**config.mk**
```make
export PLATFORM = sky130hd
export DESIGN_NAME = tas_status_cfg
export DESIGN_NICKNAME = d
export VERILOG_FILES = /design/src/core/tas_pkg.sv /design/src/core/tas_cmp_if.sv /design/src/core/tas_fault_q.sv /design/src/core/tas_limit_cmp.sv /design/src/core/tas_status_cfg.sv
export SDC_FILE = /design/constraint.sdc
export NUM_CORES = 1
export LEC_CHECK = 0
export ABC_AREA = 1
export BUFFER_PORTS_ARGS = -buffer_cell sky130_fd_sc_hd__buf_2
export CAP_MARGIN = 20
export CORE_MARGIN = 2
export CORE_UTILIZATION = 52
export CTS_BUF_LIST = sky130_fd_sc_hd__clkbuf_4 sky130_fd_sc_hd__clkbuf_8 sky130_fd_sc_hd__clkbuf_16
export CTS_CLUSTER_SIZE = 30
export DETAILED_ROUTE_END_ITERATION = 7
export PLACE_DENSITY = 0.79
export SLEW_MARGIN = 0
export SYNTH_ARGS = -nofsm -noshare
export SYNTH_HDL_FRONTEND = slang
export SYNTH_HIERARCHICAL = 1
export SYNTH_SLANG_ARGS = --single-unit
export TNS_END_PERCENT = 10
```
**constraint.sdc**
```tcl
create_clock -name clk -period 2.85 [get_ports clk]
set_clock_uncertainty 0.15 [all_clocks]
set_input_delay 0.57 -clock clk [delete_from_list [all_inputs] [get_ports clk]]
set_output_delay 0.57 -clock clk [all_outputs]
set_load 0.05 [all_outputs]
```
**src/core/tas_pkg.sv**
```systemverilog
package tas_pkg;
  localparam logic [7:0] STATUS_ADDR      = 8'h02;
  localparam logic [7:0] CONFIG_ADDR      = 8'h03;
  localparam logic [7:0] TEMP_MSB_ADDR    = 8'h00;
  localparam logic [7:0] TEMP_LSB_ADDR    = 8'h01;
  localparam int         LOW_FLAG_BIT     = 4;
  localparam int         HIGH_FLAG_BIT    = 5;
  localparam int         CRIT_FLAG_BIT    = 6;
  localparam int         RDY_BIT          = 7;
  localparam int         FQ_LSB           = 0;
  localparam int         FQ_MSB           = 1;
  localparam int         MODE_LSB         = 5;
  localparam int         MODE_MSB         = 6;
  localparam logic [7:0] CONFIG_RESET     = 8'h00;
  localparam logic       RDY_RESET        = 1'b1;
  localparam logic [1:0] MODE_ONE_SHOT    = 2'h1;
  localparam logic [1:0] MODE_ONE_SAMPLE_PER_SECOND = 2'h2;
  localparam logic [1:0] FQ_ONE           = 2'h0;
  localparam logic [1:0] FQ_TWO           = 2'h1;
  localparam logic [1:0] FQ_THREE         = 2'h2;
endpackage : tas_pkg

```
**src/core/tas_cmp_if.sv**
```systemverilog
`timescale 1ns/1ps
interface tas_cmp_if;
  logic signed [15:0] temp;
  logic signed [15:0] setpoint;
  logic        [7:0]  hyst;
  logic               above;
  logic               below;
  logic               hyst_hit;
  modport cmp (input temp, input setpoint, input hyst, output above, output below,
               output hyst_hit);
  modport user (output temp, output setpoint, output hyst, input above, input below,
                input hyst_hit);
endinterface : tas_cmp_if

```
**src/core/tas_fault_q.sv**
```systemverilog
`timescale 1ns/1ps
module tas_fault_q (
  input  wire logic       clk,
  input  wire logic       rst,
  input  wire logic       sample,
  input  wire logic       fault,
  input  wire logic [1:0] depth,
  output logic            alarm
);
  import tas_pkg::*;
  logic [1:0] cnt_reg;
  logic [1:0] cnt_next;
  logic       alarm_reg;
  logic       alarm_next;
  logic [1:0] need;
  always_comb begin
    unique case (depth)
      FQ_ONE:   need = 2'h0;
      FQ_TWO:   need = 2'h1;
      FQ_THREE: need = 2'h2;
      default:  need = 2'h2; // Unlisted code treated as deepest filter
    endcase
    cnt_next   = cnt_reg;
    alarm_next = alarm_reg;
    if (sample) begin
      if (!fault) begin
        cnt_next   = 2'h0;
        alarm_next = 1'b0;
      end else if (cnt_reg >= need) begin
        alarm_next = 1'b1; // RULE11 RULE12
      end else begin
        cnt_next = cnt_reg + 2'h1;
      end
    end
  end
  always_ff @(posedge clk) begin
    if (rst) begin
      cnt_reg   <= 2'h0;
      alarm_reg <= 1'b0;
    end else begin
      cnt_reg   <= cnt_next;
      alarm_reg <= alarm_next;
    end
  end
  assign alarm = alarm_reg;
endmodule : tas_fault_q

```
**src/core/tas_limit_cmp.sv**
```systemverilog
`timescale 1ns/1ps
module tas_limit_cmp #(
  parameter bit LOW_SIDE = 1'b0
) (
  tas_cmp_if.cmp c
);
  import tas_pkg::*;
  logic signed [17:0] t18;
  logic signed [17:0] s18;
  logic signed [17:0] h18;
  always_comb begin
    t18     = 18'(c.temp);
    s18     = 18'(c.setpoint);
    h18     = 18'(signed'({1'b0, c.hyst}));
    c.above = t18 > s18;
    c.below = t18 < s18;
    // Low limit releases above setpoint plus hysteresis, others below minus
    c.hyst_hit = LOW_SIDE ? (t18 > s18 + h18) : (t18 < s18 - h18);
  end
endmodule : tas_limit_cmp

```
**src/core/tas_status_cfg.sv**
```systemverilog
`timescale 1ns/1ps
// Function
// (RULE1) Set low flag below low setpoint
// (RULE2) Clear low flag: status read or recovery
// (RULE3) Set high flag above high setpoint
// (RULE4) Clear high flag: status read or recovery
// (RULE5) Set critical flag above critical setpoint
// (RULE6) Clear critical flag: status read or recovery
// (RULE7) Ready bit low when result stored
// (RULE8) Ready high on temperature read, reset
// (RULE9) Mode write clears ready in slow modes
// (RULE10) Eight-bit read/write configuration register
// (RULE11) Fault queue gates alarm and critical pins
// (RULE12) Queue codes: one, two, three faults
// (RULE13) Compare per result; status low nibble zero
module tas_status_cfg (
  input  wire logic        clk,
  input  wire logic        rst,
  input  wire logic        result_valid,
  input  wire logic [15:0] temp_value,
  input  wire logic [15:0] low_limit_setpoint,
  input  wire logic [15:0] high_limit_setpoint,
  input  wire logic [15:0] critical_limit_setpoint,
  input  wire logic [7:0]  limit_hysteresis,
  input  wire logic [7:0]  reg_addr,
  input  wire logic        reg_rd,
  input  wire logic        reg_wr,
  input  wire logic [7:0]  reg_wdata,
  output logic      [7:0]  reg_rdata,
  output logic      [7:0]  config_out,
  output logic             alarm_out,
  output logic             critical_output_pin
);
  import tas_pkg::*;

  // Next value of one limit flag; a fresh result that trips or recovers outranks a status read
  function automatic logic flag_update(
    input logic cur,
    input logic rd_clear,
    input logic sample,
    input logic trip,
    input logic recover
  );
    logic nxt;
    nxt = cur;
    if (rd_clear) begin
      nxt = 1'b0;
    end
    if (sample) begin
      if (trip) begin
        nxt = 1'b1;
      end else if (recover) begin
        nxt = 1'b0;
      end
    end
    return nxt;
  endfunction : flag_update

  function automatic logic addr_hit(
    input logic [7:0] addr,
    input logic [7:0] target
  );
    return addr == target;
  endfunction : addr_hit

  // Only these two modes re-arm ready on a configuration write
  function automatic logic mode_is_slow(
    input logic [7:0] cfg
  );
    logic slow;
    unique case (cfg[MODE_MSB:MODE_LSB])
      MODE_ONE_SHOT:              slow = 1'b1;
      MODE_ONE_SAMPLE_PER_SECOND: slow = 1'b1;
      default:                    slow = 1'b0;
    endcase
    return slow;
  endfunction : mode_is_slow

  function automatic logic [7:0] pack_status(
    input logic low,
    input logic high,
    input logic crit,
    input logic rdy_n
  );
    logic [7:0] val;
    val                = 8'h00; // RULE13
    val[LOW_FLAG_BIT]  = low;
    val[HIGH_FLAG_BIT] = high;
    val[CRIT_FLAG_BIT] = crit;
    val[RDY_BIT]       = rdy_n;
    return val;
  endfunction : pack_status

  // Temperature bytes are kept outside this block and read as zero here
  function automatic logic [7:0] read_mux(
    input logic [7:0] addr,
    input logic [7:0] status,
    input logic [7:0] cfg
  );
    logic [7:0] val;
    val = 8'h00;
    if (addr_hit(addr, STATUS_ADDR)) begin
      val = status;
    end else if (addr_hit(addr, CONFIG_ADDR)) begin
      val = cfg; // RULE10
    end
    return val;
  endfunction : read_mux

  logic       low_reg;
  logic       low_next;
  logic       high_reg;
  logic       high_next;
  logic       crit_reg;
  logic       crit_next;
  logic       rdy_n_reg;
  logic       rdy_n_next;
  logic [7:0] cfg_reg;
  logic [7:0] cfg_next;
  logic [7:0] rdata_reg;
  logic [7:0] rdata_next;
  logic       rd_status;
  logic       rd_temp;
  logic       wr_cfg;
  logic       slow_mode;
  logic [7:0] status_val;
  logic       limit_fault;
  logic       crit_fault;
  logic [1:0] fq_depth;

  tas_cmp_if lo_if ();
  tas_cmp_if hi_if ();
  tas_cmp_if cr_if ();

  assign lo_if.temp     = temp_value;
  assign lo_if.setpoint = low_limit_setpoint;
  assign lo_if.hyst     = limit_hysteresis;
  assign hi_if.temp     = temp_value;
  assign hi_if.setpoint = high_limit_setpoint;
  assign hi_if.hyst     = limit_hysteresis;
  assign cr_if.temp     = temp_value;
  assign cr_if.setpoint = critical_limit_setpoint;
  assign cr_if.hyst     = limit_hysteresis;

  tas_limit_cmp #(.LOW_SIDE(1'b1)) u_lo (.c(lo_if));
  tas_limit_cmp #(.LOW_SIDE(1'b0)) u_hi (.c(hi_if));
  tas_limit_cmp #(.LOW_SIDE(1'b0)) u_cr (.c(cr_if));

  // Undertemperature and overtemperature results share one alarm filter
  always_comb begin
    limit_fault = lo_if.below | hi_if.above;
    crit_fault  = cr_if.above;
    fq_depth    = cfg_reg[FQ_MSB:FQ_LSB];
  end

  tas_fault_q u_fq_alarm (
    .clk   (clk),
    .rst   (rst),
    .sample(result_valid),
    .fault (limit_fault),
    .depth (fq_depth),
    .alarm (alarm_out)
  );
  // Critical pin is filtered by the same queue depth as the alarm
  tas_fault_q u_fq_crit (
    .clk   (clk),
    .rst   (rst),
    .sample(result_valid),
    .fault (crit_fault),
    .depth (fq_depth),
    .alarm (critical_output_pin)
  );

  // Access decode shared by all register groups
  always_comb begin
    rd_status  = reg_rd && addr_hit(reg_addr, STATUS_ADDR);
    rd_temp    = reg_rd && (addr_hit(reg_addr, TEMP_MSB_ADDR) ||
                            addr_hit(reg_addr, TEMP_LSB_ADDR));
    wr_cfg     = reg_wr && addr_hit(reg_addr, CONFIG_ADDR);
    slow_mode  = mode_is_slow(cfg_reg);
    status_val = pack_status(
      low_reg,
      high_reg,
      crit_reg,
      rdy_n_reg
    );
  end

  // A flag is judged only in the cycle a new result is stored
  always_comb begin
    low_next = flag_update(
      low_reg,
      rd_status,
      result_valid,
      lo_if.below,
      lo_if.hyst_hit
    ); // RULE1 RULE2 RULE13
  end

  always_ff @(posedge clk) begin
    if (rst) begin
      low_reg <= 1'b0;
    end else begin
      low_reg <= low_next;
    end
  end

  always_comb begin
    high_next = flag_update(
      high_reg,
      rd_status,
      result_valid,
      hi_if.above,
      hi_if.hyst_hit
    ); // RULE3 RULE4 RULE13
  end

  always_ff @(posedge clk) begin
    if (rst) begin
      high_reg <= 1'b0;
    end else begin
      high_reg <= high_next;
    end
  end

  always_comb begin
    crit_next = flag_update(
      crit_reg,
      rd_status,
      result_valid,
      cr_if.above,
      cr_if.hyst_hit
    ); // RULE5 RULE6 RULE13
  end

  always_ff @(posedge clk) begin
    if (rst) begin
      crit_reg <= 1'b0;
    end else begin
      crit_reg <= crit_next;
    end
  end

  // Ready is active low; a new result outranks any re-arm in the same cycle
  always_comb begin
    rdy_n_next = rdy_n_reg;
    if (rd_temp) begin
      rdy_n_next = 1'b1; // RULE8
    end
    if (wr_cfg && slow_mode) begin
      rdy_n_next = 1'b1; // RULE9
    end
    if (result_valid) begin
      rdy_n_next = 1'b0; // RULE7
    end
  end

  always_ff @(posedge clk) begin
    if (rst) begin
      rdy_n_reg <= RDY_RESET; // RULE8
    end else begin
      rdy_n_reg <= rdy_n_next;
    end
  end

  // Stored whole; bits other than the fault queue and mode fields only read back here
  always_comb begin
    cfg_next = cfg_reg;
    if (wr_cfg) begin
      cfg_next = reg_wdata; // RULE10
    end
  end

  always_ff @(posedge clk) begin
    if (rst) begin
      cfg_reg <= CONFIG_RESET; // RULE11
    end else begin
      cfg_reg <= cfg_next;
    end
  end

  // Read data holds until the next read, so a late host fetch still sees it
  always_comb begin
    rdata_next = rdata_reg;
    if (reg_rd) begin
      rdata_next = read_mux(
        reg_addr,
        status_val,
        cfg_reg
      );
    end
  end

  always_ff @(posedge clk) begin
    if (rst) begin
      rdata_reg <= 8'h00;
    end else begin
      rdata_reg <= rdata_next;
    end
  end

  assign reg_rdata  = rdata_reg;
  assign config_out = cfg_reg;
endmodule : tas_status_cfg

```
======== Word level (Yosys, flattened, before mapping) ========
Cells that the tools add are included.
storage, ports and cells
  flip-flop bits (word level) ............. 26
  input bits .............................. 93
  output and inout port bits .............. 18
  logic and storage cells ................. 74
operators by class
  $add $sub $neg .......................... 5
  $lt $le $gt $ge ......................... 8
  eq/ne operators ......................... 10
  multiplexer cells ....................... 27
  bitwise logic cells ..................... 1
  reduce and logical (&&, ||, !) cells .... 13
operators with widths
  cell                                                                    number
  16-bit by 17-bit < comparator with 1-bit output                         2
  16-bit by 9-bit subtractor with 17-bit output                           2
  16-bit > comparator                                                     2
  1-bit two-way mux                                                       20
  16-bit by 9-bit adder with 17-bit output                                1
  16-bit by 17-bit > comparator with 1-bit output                         1
  8-bit by 2-bit equality test with 1-bit output (second input constant)  2
  16-bit < comparator                                                     1
  8-bit two-way mux                                                       2
  8-bit by 1-bit equality test with 1-bit output (second input constant)  1
  8-bit zero test                                                         1
  2-bit two-way mux                                                       4
  2-bit != test (second input constant)                                   4
  2-bit AND reduction                                                     4
  2-bit by 1-bit adder with 2-bit output (second input constant)          2
  2-bit by 1-bit equality test with 1-bit output (second input constant)  2
  2-bit >= comparator                                                     2
  1-bit logical AND                                                       4
  2-bit one-hot mux with 2 select lines                                   1
  3-bit nonzero test                                                      1
  2-bit equality test (second input constant)                             1
  2-bit zero test                                                         1
  2-bit OR reduction                                                      1
  1-bit logical OR                                                        1
  1-bit bitwise OR                                                        1

======== Depth between registers and ports, before layout ========
  depth in word-level cells ............... 6
  mapped depth ............................ 23
  mapped depth without buffers ............ 23

======== By module ========
The synthesis kept the hierarchy.
by module, submodules not included
  module                times used  cells each  area an instance (sq um)  seq. area each (sq um)
  tas_limit_cmp (u_cr)  1           237         1442.6                    0.0
  tas_limit_cmp (u_hi)  1           232         1435.1                    0.0
  tas_limit_cmp (u_lo)  1           232         1413.9                    0.0
  tas_status_cfg        1           125         903.4                     400.4
  tas_fault_q           2           35          216.5                     60.1

======== Worst setup path after synthesis ========
Ideal clock, no wire load.
  path kind ............................... in2reg
  start point ............................. in critical_limit_setpoint[0]
  end point ............................... reg crit_reg
  setup time .............................. 0.117 ns
  arrival time ............................ 2.794 ns
  data required time ...................... 2.583 ns
  slack ................................... -0.211 ns
  stages .................................. 21
  buffers on the path ..................... 0
  cells stage by stage .................... inv_1 ha_1 fa_1 o21ai_2 nand2_2 nand3_2 nand2_4 nand4_1 nand2_1 ha_1 nand2_1 nor2_1 nand2_1 nor2_1 o21ai_0 nand3_1 nand2_1 nand2_1 nand2_1 nand3_1 a21oi_1
on the way
  longest elaborated chain between the ends .. 5
  elaborated cells on any way between the ends .. 6
  classes of those cells .................. add/sub: 1; order compare: 2; mux: 3
RTL lines
  what                                             RTL line               text
  start: declaration                               tas_status_cfg.sv:23   input wire logic [15:0] critical_limit_setpoint,
  16-bit by 9-bit subtractor with 17-bit output    tas_limit_cmp.sv:18    c.hyst_hit = LOW_SIDE ? (t18 > s18 + h18) : (t18 < s18 - h18);
  16-bit by 17-bit < comparator with 1-bit output  tas_limit_cmp.sv:18
  net cr_if.hyst_hit                               tas_cmp_if.sv:8        logic hyst_hit;
  1-bit two-way mux                                tas_status_cfg.sv:52   end else if (recover) begin
  1-bit two-way mux                                tas_status_cfg.sv:50   if (trip) begin
  1-bit two-way mux                                tas_status_cfg.sv:49   if (sample) begin
  end signal: assignment                           tas_status_cfg.sv:240  crit_reg <= crit_next;
  end: declaration                                 tas_status_cfg.sv:114  logic crit_reg;
The timed path passes the listed nets, and every way through them passes these cells.
A chain may end at the register's enable or synchronous reset.

======== Final worst setup path ========
Ends and elaborated chain as after synthesis.

==> qor.tcl <==
set qor(status) {finished, violations left}
set qor(failed_checks) {setup timing}
set qor(cts.clk_slew.worst_paths_ns) 0.09
set qor(worst_pin_slew_ns) 0.4564
set qor(peakVddDrop_v) 0.0002243
set qor(path_common_cell) {sky130_fd_sc_hd__nand2_1}
set qor(drt-vias-per-instance) 5.268
set qor(post_synthesis_net_count) 1114
set qor(grt_pass1_wl_mm) 25.61
set qor(dpl_worst_slack_ns) -0.4542
set qor(postLayoutCellArea_um2) 7522
set qor(finalWorstPathRequiredPeriod_ns) 2.944
set qor(endpoint_kind) {flip-flop}
set qor(final_layout_size_suffix_gt1_share_pct) 29.37
set qor(num_rows) 37
set qor(timing.final.ws_setup_ns) -0.09426
set qor(total_leakage_power_nw) 4.134
set qor(htreeDepth) 1
set qor(cap_violations) 0
set qor(fin_worst_hold_slack_ns) 0.3228
set qor(synthesis.area_per_instance_um2) 6.287
set qor(detail_route.drc_violations) 0
set qor(grt_antenna_before_repair) 2
set qor(cp-start-kind) {primary input}
set qor(unrepaired_setup_endpoints_after_global_routing) {yes}
set qor(ports) 111
set qor(cts-buffers-inserted) 3
set qor(initial_utilization_pct) 53.90
set qor(numPortBuffers) 110
set qor(worst_setup_path_startpoint) {critical_limit_setpoint[0]}
set qor(reg2reg_depth) 8
set qor(core_area_um2) 10420
set qor(antenna_nets_post_route) 0
set qor(cts_num_sinks) 26
set qor(syn-instance-count) 893
set qor(worstReg2RegEnd) {u_fq_crit/cnt_reg[0]}
set qor(layout_commonest_cell) {sky130_fd_sc_hd__nand2_1}
set qor(setup_tns_ns) -0.2250
set qor(layout.area.seq_um2) 520.5
set qor(final_instance_count_excl_fillers) 1206
set qor(routed_wl_mm) 16.59
set qor(critical-path-slowest-cell) {sky130_fd_sc_hd__fa_2}
set qor(power-per-cell-area_nw_per_um2) 258.4
set qor(vias_in_the_first_global_route) 5894
set qor(place.gp.congestion) 0.9644
set qor(max_freq_ghz) 0.3396
set qor(dr.pass1.iters) 6
set qor(post_synth_instance_area_um2) 5614
set qor(die_height_um) 107.9
set qor(fp.dieArea_um2) 11640
set qor(area_growth_pct) 33.99
set qor(synth.yosys.warnings) 6
set qor(max_stage_delay_ns) 0.38
set qor(combined_area_of_the_multi_input_logic_cells_um2) 5100
set qor(clk-insertion-delay-late_ns) 0.27
set qor(worst-endpoint-required_ns) 2.86
set qor(cp.arrival_ns) 2.96
set qor(whs_path_depth) 2
set qor(die_width_um) 107.9
set qor(clock_tree_from_tritoncts) {yes}
set qor(final.period_utilization_pct) 103.3
set qor(num-fill-cells) 883
set qor(reg2reg_from) {config_out[1]}
set qor(hold_class) {reg -> reg}
set qor(report.final.slew_viol_count) 0
set qor(global_route.overflow_total) 0
set qor(grt_usage_pct) 26.63
set qor(crit_path_cell_trace) {buf_2 -> inv_2 -> ha_4 -> fa_2 -> o21ai_4 -> nand2_2 -> nand3_2 -> nand2_4 -> nand4_1 -> nand2_1 -> ha_4 -> nand2_2 -> nor2_2 -> nand2_1 -> nor2_1 -> o21ai_1 -> nand3_1 -> nand2_1 -> nand2_1 -> nand2_1 -> nand3_1 -> a21oi_1}
set qor(timing.hold.worst_endpoint) {reg_rdata[3]}
set qor(finalSetupViolCount) 3
set qor(slew_headroom_pct) 69.34
set qor(report.final.hold_viol_count) 0
set qor(cts.root.buffer_cell) {sky130_fd_sc_hd__clkbuf_8}
set qor(drt_iter0_drc) 500
set qor(place_area_um2) 6864
set qor(mostFrequentLayoutCells) {sky130_fd_sc_hd__nand2_1, sky130_fd_sc_hd__inv_1, sky130_fd_sc_hd__buf_2}
set qor(place_inst) 1193
set qor(dp_hpwl_mm) 12.85
set qor(critical_path_fanout_max) 7
set qor(wl_per_cell_um) 13.76
set qor(cts.path.max_buffers) 2
set qor(grt_start_max_net_pins) 18
set qor(rrSetupSlack_ns) 1.34
set qor(hold_path.startpoint) {reg_rdata[3]}
set qor(critical_path_type) {in -> reg}
set qor(num-nets-final) 1291
set qor(detailroute.via_count) 6353
## metrics by stage
stage | total power [mW] | util [%]
final | 1.944 | 72.22
after global routing | 2.116 | 72.22
after CTS | 1.793 | 67.41
after detailed placement | 1.466 | 65.90
after global placement | 1.443 | 65.90
after floorplan | 1.083 | -
## area by class of cell
class | count | area share [%]
Timing Repair Buffer | 175 | 14.45
Clock buffer | 3 | 0.5489
Antenna cell | 1 | 0.03327
Inverter | 150 | 7.585
Sequential cell | 26 | 6.919
Multi-Input combinational cell | 714 | 67.80
Clock inverter | 1 | 0.3992
Tap cell | 136 | 2.262
## metal layers
layer | global-route usage [%] | vias to the layer above | wire length [um]
met5 | 0 | - | 12
met4 | 3.297 | 2 | 250
met3 | 2.058 | 28 | 681
met2 | 47.30 | 170 | 8020
met1 | 36.12 | 2886 | 7626
li1 | - | 3267 | -
## where the power goes
part | total, mW | internal, mW | switching, mW
logic | 1.26 | 0.567 | 0.697
clock network | 0.304 | 0.188 | 0.116
registers | 0.377 | 0.372 | 0.00490
total | 1.94 | 1.13 | 0.817
## critical path: cells and delay by family
kind,cells,cell delay [ns]
AO/OA/AOI/OAI,3,0.32
adder cells (fa/ha/maj),3,0.82
buffers and inverters,2,0.13
AND/OR/NAND/NOR,14,1.12
## worst max path at each step
| stage | to | slack [ns] | cells past startpoint |
|---|---|---|---|
| 2_1_floorplan | high_reg | -0.06 | 20 |
| 3_3_place_gp | crit_reg | -0.39 | 21 |
| 4_1_cts | high_reg | -0.09 | 20 |
| 5_1_grt | high_reg | -0.32 | 19 |
| 6_report | crit_reg | -0.09 | 22 |
| 3_5_place_dp | crit_reg | -0.45 | 21 |
## what timing repair did
item                       4_1_cts  5_1_grt
setup endpoints to repair        3        3
hold buffers                     0        0
pin swaps                       30       54
gates resized for setup         17       77
setup buffers                    1        7
Power figures use the tool's default switching activity.
